File: config.mk
export PLATFORM = sky130hd
export DESIGN_NAME = pds_config_bank
export DESIGN_NICKNAME = d
export VERILOG_FILES = /design/src/pds_pkg.sv /design/src/pds_config_bank.sv /design/src/pds_ratio_decode.sv
export SDC_FILE = /design/constraint.sdc
export NUM_CORES = 1
export LEC_CHECK = 0
export ABC_AREA = 1
export BUFFER_PORTS_ARGS = -buffer_cell sky130_fd_sc_hd__buf_4
export CAP_MARGIN = 20
export CORE_MARGIN = 2
export CORE_UTILIZATION = 50
export CTS_CLUSTER_DIAMETER = 50
export DETAILED_ROUTE_END_ITERATION = 8
export GPL_ROUTABILITY_DRIVEN = 0
export GPL_TIMING_DRIVEN = 0
export PLACE_DENSITY_LB_ADDON = 0.15
export SLEW_MARGIN = 10
export SYNTH_ARGS = -nofsm -noshare
export SYNTH_HDL_FRONTEND = slang
export SYNTH_SLANG_ARGS = --single-unit
File: constraint.sdc
create_clock -name clk_i -period 2.98 [get_ports clk_i]
set_input_delay 0.447 -clock clk_i [delete_from_list [all_inputs] [get_ports clk_i]]
set_output_delay 0.447 -clock clk_i [all_outputs]
set_load 0.05 [all_outputs]
File: src/pds_pkg.sv
/*
 * Package for the loop divider and sleep configuration bank.
 * Holds register indices, field positions, reset values and decode limits.
 * Assumes a word-addressed plain register port with 16-bit data.
 */
// Behaviour
// - With the divider mode bit clear, the feedback ratio is the low seven bits, legal 4 to 127.
// - With the mode bit set, the feedback ratio is twice the low seven bits, legal 8 to 254.
// - The reference ratio is the four-bit field plus one, from 1 up to 16.
// - The top six bits of the second register are the coarse oscillator tuning code, reset zero.
// - A set bias sleep bit holds the bias amplifier asleep.
// - A set sensor sleep bit powers off the temperature sensor.
// - A set loop sleep bit keeps the loop asleep, and it resets to one.
// - A set receiver sleep bit sleeps the clock receiver and the strobe receiver with it.
// - Bits 3 to 0 put channels A to D to sleep, one bit each.
// - After reset the divider register reads 0x0440 and the sleep register reads 0x0020.
// - The loop runs only when its enable is set; otherwise it is bypassed.
package pds_pkg;
	localparam int ADDR_W = 8;
	localparam int DATA_W = 16;
	// Register indices, word addressed
	localparam logic [7:0] LOOP_DIVIDER_CONFIG_IDX = 8'h19;
	localparam logic [7:0] TUNING_AND_SLEEP_CONTROL_IDX = 8'h1a;
	// Reset values
	localparam logic [15:0] LOOP_DIVIDER_CONFIG_RST = 16'h0440;
	localparam logic [15:0] TUNING_AND_SLEEP_CONTROL_RST = 16'h0020;
	// Divider register fields
	localparam int M_MSB = 15;
	localparam int M_LSB = 8;
	localparam int M_MODE_BIT = 15;
	localparam int N_MSB = 7;
	localparam int N_LSB = 4;
	localparam int ITUNE_MSB = 3;
	localparam int ITUNE_LSB = 2;
	// Write mask: reserved bits 1:0 stay zero
	localparam logic [15:0] LOOP_DIVIDER_WMASK = 16'hfffc;
	// Sleep register fields
	localparam int VCO_MSB = 15;
	localparam int VCO_LSB = 10;
	localparam int BIAS_SLEEP_BIT = 7;
	localparam int TSENSE_SLEEP_BIT = 6;
	localparam int LOOP_SLEEP_BIT = 5;
	localparam int CLKRECV_SLEEP_BIT = 4;
	localparam int CHAN_A_BIT = 3;
	localparam int CHAN_B_BIT = 2;
	localparam int CHAN_C_BIT = 1;
	localparam int CHAN_D_BIT = 0;
	// Write mask: reserved bits 9:8 stay zero
	localparam logic [15:0] TUNING_SLEEP_WMASK = 16'hfcff;
	// Decode limits for the feedback ratio
	localparam logic [6:0] M_DIRECT_MIN = 7'h04;
	localparam logic [6:0] M_DOUBLE_MIN = 7'h04;
endpackage

File: src/pds_config_bank.sv
/*
 * Loop divider and tuning/sleep configuration bank.
 * Two 16-bit registers on a plain port with read data one cycle later.
 * Outputs drive the analog controls of the loop, bias, sensor, receivers and channels.
 * Assumes one clock, all inputs synchronous to it; the loop enable arrives from
 * a neighbouring register on the same clock.
 */
// Chosen here: the address-and-strobe port.
`timescale 1ns/1ps
module pds_config_bank
	import pds_pkg::*;
(
	// Clock and reset
	input wire logic clk_i,
	input wire logic rst_i,
	// Register port
	input wire logic [7:0] addr_i,
	input wire logic [15:0] wdata_i,
	input wire logic wr_i,
	input wire logic rd_i,
	output logic [15:0] rdata_o,
	// Loop enable from the neighbouring control register
	input wire logic loop_enable_i,
	// Loop controls
	output logic [7:0] m_ratio_o,
	output logic [4:0] n_ratio_o,
	output logic m_ratio_legal_o,
	output logic [1:0] vco_bias_tune_o,
	output logic [5:0] vco_coarse_tune_o,
	output logic loop_active_o,
	output logic loop_bypass_o,
	// Power controls
	output logic bias_sleep_o,
	output logic tsense_sleep_o,
	output logic loop_sleep_o,
	output logic clkrecv_sleep_o,
	output logic sync_reference_strobe_sleep_o,
	output logic channel_a_powerdown_o,
	output logic channel_b_powerdown_o,
	output logic channel_c_powerdown_o,
	output logic channel_d_powerdown_o
);
	logic [15:0] loop_divider_config;
	logic [15:0] tuning_and_sleep_control;
	logic [7:0] next_m_ratio;
	logic [4:0] next_n_ratio;
	logic next_m_legal;

	// Address match shared by write and read paths
	function automatic logic hit(input logic [7:0] a, input logic [7:0] idx);
		return a == idx;
	endfunction

	// Divider register; reserved bits masked so they always read zero
	always_ff @(posedge clk_i or posedge rst_i) begin
		if (rst_i) begin
			loop_divider_config <= LOOP_DIVIDER_CONFIG_RST;
		end else if (wr_i && hit(addr_i, LOOP_DIVIDER_CONFIG_IDX)) begin
			loop_divider_config <= wdata_i & LOOP_DIVIDER_WMASK;
		end
	end

	// Tuning and sleep register
	always_ff @(posedge clk_i or posedge rst_i) begin
		if (rst_i) begin
			tuning_and_sleep_control <= TUNING_AND_SLEEP_CONTROL_RST;
		end else if (wr_i && hit(addr_i, TUNING_AND_SLEEP_CONTROL_IDX)) begin
			tuning_and_sleep_control <= wdata_i & TUNING_SLEEP_WMASK;
		end
	end

	// Read data one cycle after the strobe; unmapped addresses read zero
	always_ff @(posedge clk_i or posedge rst_i) begin
		if (rst_i) begin
			rdata_o <= 16'h0000;
		end else if (rd_i) begin
			if (hit(addr_i, LOOP_DIVIDER_CONFIG_IDX)) begin
				rdata_o <= loop_divider_config;
			end else if (hit(addr_i, TUNING_AND_SLEEP_CONTROL_IDX)) begin
				rdata_o <= tuning_and_sleep_control;
			end else begin
				rdata_o <= 16'h0000;
			end
		end else begin
			rdata_o <= 16'h0000;
		end
	end

	pds_ratio_decode u_decode (
		.m_field_i(loop_divider_config[M_MSB:M_LSB]),
		.n_field_i(loop_divider_config[N_MSB:N_LSB]),
		.m_ratio_o(next_m_ratio),
		.n_ratio_o(next_n_ratio),
		.m_legal_o(next_m_legal)
	);

	// Loop settings, registered; ratios only steer the loop while it is enabled
	always_ff @(posedge clk_i or posedge rst_i) begin
		if (rst_i) begin
			m_ratio_o <= 8'h04;
			n_ratio_o <= 5'h05;
			m_ratio_legal_o <= 1'b1;
			vco_bias_tune_o <= 2'h0;
			vco_coarse_tune_o <= 6'h00;
			loop_active_o <= 1'b0;
			loop_bypass_o <= 1'b1;
		end else begin
			m_ratio_o <= next_m_ratio;
			n_ratio_o <= next_n_ratio;
			m_ratio_legal_o <= next_m_legal;
			vco_bias_tune_o <= loop_divider_config[ITUNE_MSB:ITUNE_LSB];
			vco_coarse_tune_o <= tuning_and_sleep_control[VCO_MSB:VCO_LSB];
			// Bypassed loop ignores the dividers; sleep also stops it
			loop_active_o <= loop_enable_i &&
				!tuning_and_sleep_control[LOOP_SLEEP_BIT];
			loop_bypass_o <= !loop_enable_i;
		end
	end

	// Sleep controls follow the register one cycle after the write
	always_ff @(posedge clk_i or posedge rst_i) begin
		if (rst_i) begin
			bias_sleep_o <= 1'b0;
			tsense_sleep_o <= 1'b0;
			loop_sleep_o <= 1'b1;
			clkrecv_sleep_o <= 1'b0;
			sync_reference_strobe_sleep_o <= 1'b0;
			channel_a_powerdown_o <= 1'b0;
			channel_b_powerdown_o <= 1'b0;
			channel_c_powerdown_o <= 1'b0;
			channel_d_powerdown_o <= 1'b0;
		end else begin
			bias_sleep_o <= tuning_and_sleep_control[BIAS_SLEEP_BIT];
			tsense_sleep_o <= tuning_and_sleep_control[TSENSE_SLEEP_BIT];
			loop_sleep_o <= tuning_and_sleep_control[LOOP_SLEEP_BIT];
			clkrecv_sleep_o <= tuning_and_sleep_control[CLKRECV_SLEEP_BIT];
			// Strobe receiver shares the clock receiver's sleep
			sync_reference_strobe_sleep_o <= tuning_and_sleep_control[CLKRECV_SLEEP_BIT];
			channel_a_powerdown_o <= tuning_and_sleep_control[CHAN_A_BIT];
			channel_b_powerdown_o <= tuning_and_sleep_control[CHAN_B_BIT];
			channel_c_powerdown_o <= tuning_and_sleep_control[CHAN_C_BIT];
			channel_d_powerdown_o <= tuning_and_sleep_control[CHAN_D_BIT];
		end
	end
endmodule

File: src/pds_ratio_decode.sv
/*
 * Combinational decode of the loop divider fields into ratios.
 * Assumes the raw fields come from registers on the same clock.
 */
`timescale 1ns/1ps
module pds_ratio_decode
	import pds_pkg::*;
(
	// Raw fields
	input wire logic [7:0] m_field_i,
	input wire logic [3:0] n_field_i,
	// Decoded ratios
	output logic [7:0] m_ratio_o,
	output logic [4:0] n_ratio_o,
	output logic m_legal_o
);
	// Feedback ratio: direct or doubled, legality per mode
	always_comb begin
		if (m_field_i[7]) begin
			m_ratio_o = {m_field_i[6:0], 1'b0};
			m_legal_o = (m_field_i[6:0] >= M_DOUBLE_MIN);
		end else begin
			m_ratio_o = {1'b0, m_field_i[6:0]};
			m_legal_o = (m_field_i[6:0] >= M_DIRECT_MIN);
		end
	end

	// Reference ratio is stored value plus one
	assign n_ratio_o = {1'b0, n_field_i} + 5'h01;
endmodule

# Word level (Yosys, flattened, before mapping)
# Cells that the tools add are included.
[classes]
n_reduce_logical = 5
order_cmp = 1
n_mux = 4
eq_ne = 2
add_sub_neg = 1
[ops]
columns = ["op", "count"]
rows = [
  ["$mux 16", 3],
  ["$eq 8x5->1 const B", 2],
  ["$mux 8", 1],
  ["$ge 7x3->1 const B", 1],
  ["$add 4x1->5 const B", 1],
  ["$logic_and 1x1->1", 3],
  ["$logic_not 1->1", 2],
]
[word_totals]
elab_cells = 31
out_inout_bits = 49
ff_bits = 76
inputBits = 29

# Logic depth before layout (Yosys ltp)
[depth]
depth_word = 4
ltp_mapped = 7
ltp_nobuf = 6

# Modules after synthesis
# Synthesis repeated with hierarchy kept, for this count alone.
[hier_totals]
hier_cells = 282
hier_area_um2 = 2946.6
[modules_own_cells]
columns = ["mod", "instances", "cells_each", "seq_area_each_um2", "area_each_um2"]
rows = [
  ["pds_config_bank", 1, 249, 1913.1, 2778.9],
  ["pds_ratio_decode", 1, 33, 0.0, 167.7],
]

# Worst setup path before layout
# OpenSTA, ideal clock, no wires.
[synth_timing]
path_kind = "reg-to-output"
from = "register sync_reference_strobe_sleep_o"
to = "output sync_reference_strobe_sleep_o"
t_required_ns = 2.533
setup_slack_ns = 1.647
path_buffers = 1
path_stages_with_launch = 2
arrival_time_ns = 0.886
cell_sequence = "dfrtp_1 > buf_4"
[synth_rtl]
columns = ["element", "line", "rtl"]
rows = [
  ["from (decl)", "pds_config_bank.sv:37", "output logic sync_reference_strobe_sleep_o,"],
  ["from (signal assigned)", "pds_config_bank.sv:138", "sync_reference_strobe_sleep_o <= tuning_and_sleep_control[CLKRECV_SLEEP_BIT];"],
]
# No word-level cell between the ends.

# Final worst setup path
[layout_timing]
from = "register m_ratio_o[2]"
to = "output m_ratio_o[2]"
[layout_rtl]
columns = ["element", "line", "rtl"]
rows = [
  ["from (decl)", "pds_config_bank.sv:25", "output logic [7:0] m_ratio_o,"],
  ["from (signal assigned)", "pds_config_bank.sv:108", "m_ratio_o <= next_m_ratio;"],
]
# No word-level cell between the ends.

==> reports/results.tsv <==
metric	value	unit
status	completed	
port-buffer-count	76	
worst_setup_path_end_kind	primary output	
rows	28	
synth_simple_gate_area_share	27.86	%
vias	2455	
synth_xor_area_share	0.5645	%
max_cap_viol_count	0	
synth_top_family_by_area	simple AND/OR/NAND/NOR gates	
htreeDepth	3	
coreArea	0.005956	sq mm
post_cts_buffers	0	
worst-path-stages	1	
root_buffer	clkbuf_8	
p_per_area	538.6	mW/mm^2
drt_iter0_markers	194	
synth_mux_area_share	0	%
rr_worst_depth	3	
avgSynthCellArea	10.21	sq um
synth_cells	304	
worstMarginPinSlew	0.4918	ns
initial_core_util	52.10	%
tritoncts	built	
crit_buf_inv	1	
ant_nets	0	
grt-ovfl-total	0	
dieArea	0.006852	sq mm
syn_nets	334	
netlist_area	0.003103	sq mm
detail_route.wl_per_cell	14.62	microns
ctsResizeCount	0	
slew_headroom	67.21	%
cts_buffer_depth	2	
layout-drive-gt1-share	36.27	%
startpoint_type	flip-flop	
critPathMaxStageDelay	0.52	ns
nets	422	
cp_slowest_cell	dfstp_2	
fin_crit_sh	49.85	%
fin_util	67.16	%
io-pin-count	78	
syn2layout_area_growth	28.91	%
min_path_type	input pin to async pin	
design_area	0.004000	sq mm
grt_max_degree	51	
drt_wl_total	6899	microns
hpwl	4744	microns
rsz0062_at_grt	false	
ir_drop	0.3246	mV
hold_viol_final	0	
cts_sinks	76	
yosys-top-cells-area	dfrtp_1 54%, nand2_1 10%, dfstp_2 7.6%	
die_w	82.78	microns
fillCellCount	485	
grt_pass1_wl	11120	microns
placed_area	0.003797	sq mm
antenna_found_initial	0	
fin_crit	1.485	ns
seq_area_frac_synth	61.65	%
clkLatencyLatePin	0.34	ns
setup_viol	0	
cts_hold_buf	0	
path_clk_slew	0.08	ns
die_h	82.78	microns
crit_type	flip-flop to primary output	
synth_compound_area_share	0.9677	%
cts_buffers	9	
grt_usage	22.26	%
route.detailed.drc	0	
synth.distinct_cells	24	
leakagePower	2.155	nW
viasPerCell	5.201	
fmax	673.2	MHz
synth_top_area_cell	dfrtp_1	
crit_path_max_fanout	1	
cp_top_family	flip-flops	
antenna_cells	0	
synth.top_cell.area_share	54.03	%
worstPathRequired	2.53	ns
worstPathCellList	buf_4	
ys_warn_count	0	
yosys.area_share.adder	0.4032	%
arrival	1.04	ns
grt_pass1_vias	2374	
drt_first_pass_iters	5	
skew	0.006803	ns
slew_violations	0	
yosys_register_bits	76	
-- registers in the layout (all words and copies together) (netlist names) --
register	flops
bias_sleep_o	1
channel_a_powerdown_o	1
channel_b_powerdown_o	1
channel_c_powerdown_o	1
channel_d_powerdown_o	1
loop_active_o	1
loop_bypass_o	1
loop_divider_config	14
loop_sleep_o	1
m_ratio_legal_o	1
m_ratio_o	8
n_ratio_o	5
rdata_o	16
sync_reference_strobe_sleep_o	1
tsense_sleep_o	1
tuning_and_sleep_control	14
vco_bias_tune_o	2
vco_coarse_tune_o	6
-- cells in the mapped netlist (all sizes together) --
cell,n
nand2,85
dfrtp,67
nand3,32
inv,29
nor2,27
nand4,26
buf,17
dfstp,9
o21ai,4
a21oi,2
clkbuf,2
xor2,2
ha,1
nor3,1
-- final cells by class --
type	count	area (sq um)	share of cell area, %
Buffer	19	156.4	3.910
Timing Repair Buffer	77	598.1	14.95
Clock buffer	12	155.1	3.879
Tap cell	75	93.84	2.346
Inverter	29	111.4	2.784
Sequential cell	76	1913	47.83
Multi-Input combinational cell	180	924.6	23.12
Clock inverter	4	47.55	1.189
-- layout by cell type, fill, tap and decap left out, types with 3 or more instances in the layout --
cell,netlist,layout
nor2_1,22,22
buf_4,3,79
nand2_1,83,83
dfstp_2,9,9
nand3_2,15,15
buf_2,7,7
buf_6,5,5
clkbuf_1,2,3
inv_1,26,25
nand3_1,17,17
o21ai_0,4,4
dfrtp_1,67,67
nand4_1,26,26
clkbuf_8,0,11
inv_2,3,3
-- metrics by stage --
| stage | power (mW) | TNS (ns) | cells | hold WS [ns] | worst slack (ns) |
|---|---|---|---|---|---|
| 2_1_floorplan | 1.284 | 0 | 304 | 0.3674 | 0.6096 |
| 3_3_place_gp | 1.378 | -10.46 | 455 | 0.3765 | -0.1601 |
| 3_5_place_dp | 1.389 | 0 | 456 | 0.3756 | 1.510 |
| 4_1_cts | 2.173 | 0 | 472 | 0.07605 | 1.478 |
| 5_1_grt | 2.238 | 0 | 472 | 0.1023 | 1.465 |
| 6_report | 2.154 | 0 | 472 | 0.07714 | 1.495 |
-- kinds of logic (layout without fill, tap and decap cells) --
kind of cell,Yosys count,count (layout)
AND/OR/NAND/NOR,171,171
flip-flops,76,76
buffers and inverters,48,141
AO/OA/AOI/OAI,6,6
XOR/XNOR,2,2
adder cells (fa/ha/maj),1,1
-- routing by layer --
layer | GRT usage [%] | up-vias | part of all wire [%]
met5 | 0 | - | 0
met4 | 11.64 | 0 | 2.3
met3 | 4.221 | 19 | 6.5
met2 | 35.32 | 103 | 50
met1 | 29.19 | 1190 | 42
li1 | - | 1143 | -
-- report_power, final --
group	switching, mW	leakage (nW)	internal, mW
clock	0.355	0.102	0.430
sequential	0.0259	1.02	1.08
combinational	0.180	1.03	0.0849
total	0.561	2.16	1.59
-- worst paths after layout --
check / start / end / slack, ns
setup / recovery: m_ratio_o[2] / m_ratio_o[2] / 1.49
hold / removal: rst_i / tuning_and_sleep_control[4] / 0.08
setup reg to reg: loop_divider_config[15] / m_ratio_o[3] / 1.84
hold reg to reg: tuning_and_sleep_control[5] / loop_sleep_o / 0.38
max in group asynchronous: rst_i / loop_divider_config[10] / 2.30
min in group clk_i: loop_enable_i / loop_bypass_o / 0.24
(Power assumes the default switching activity.)
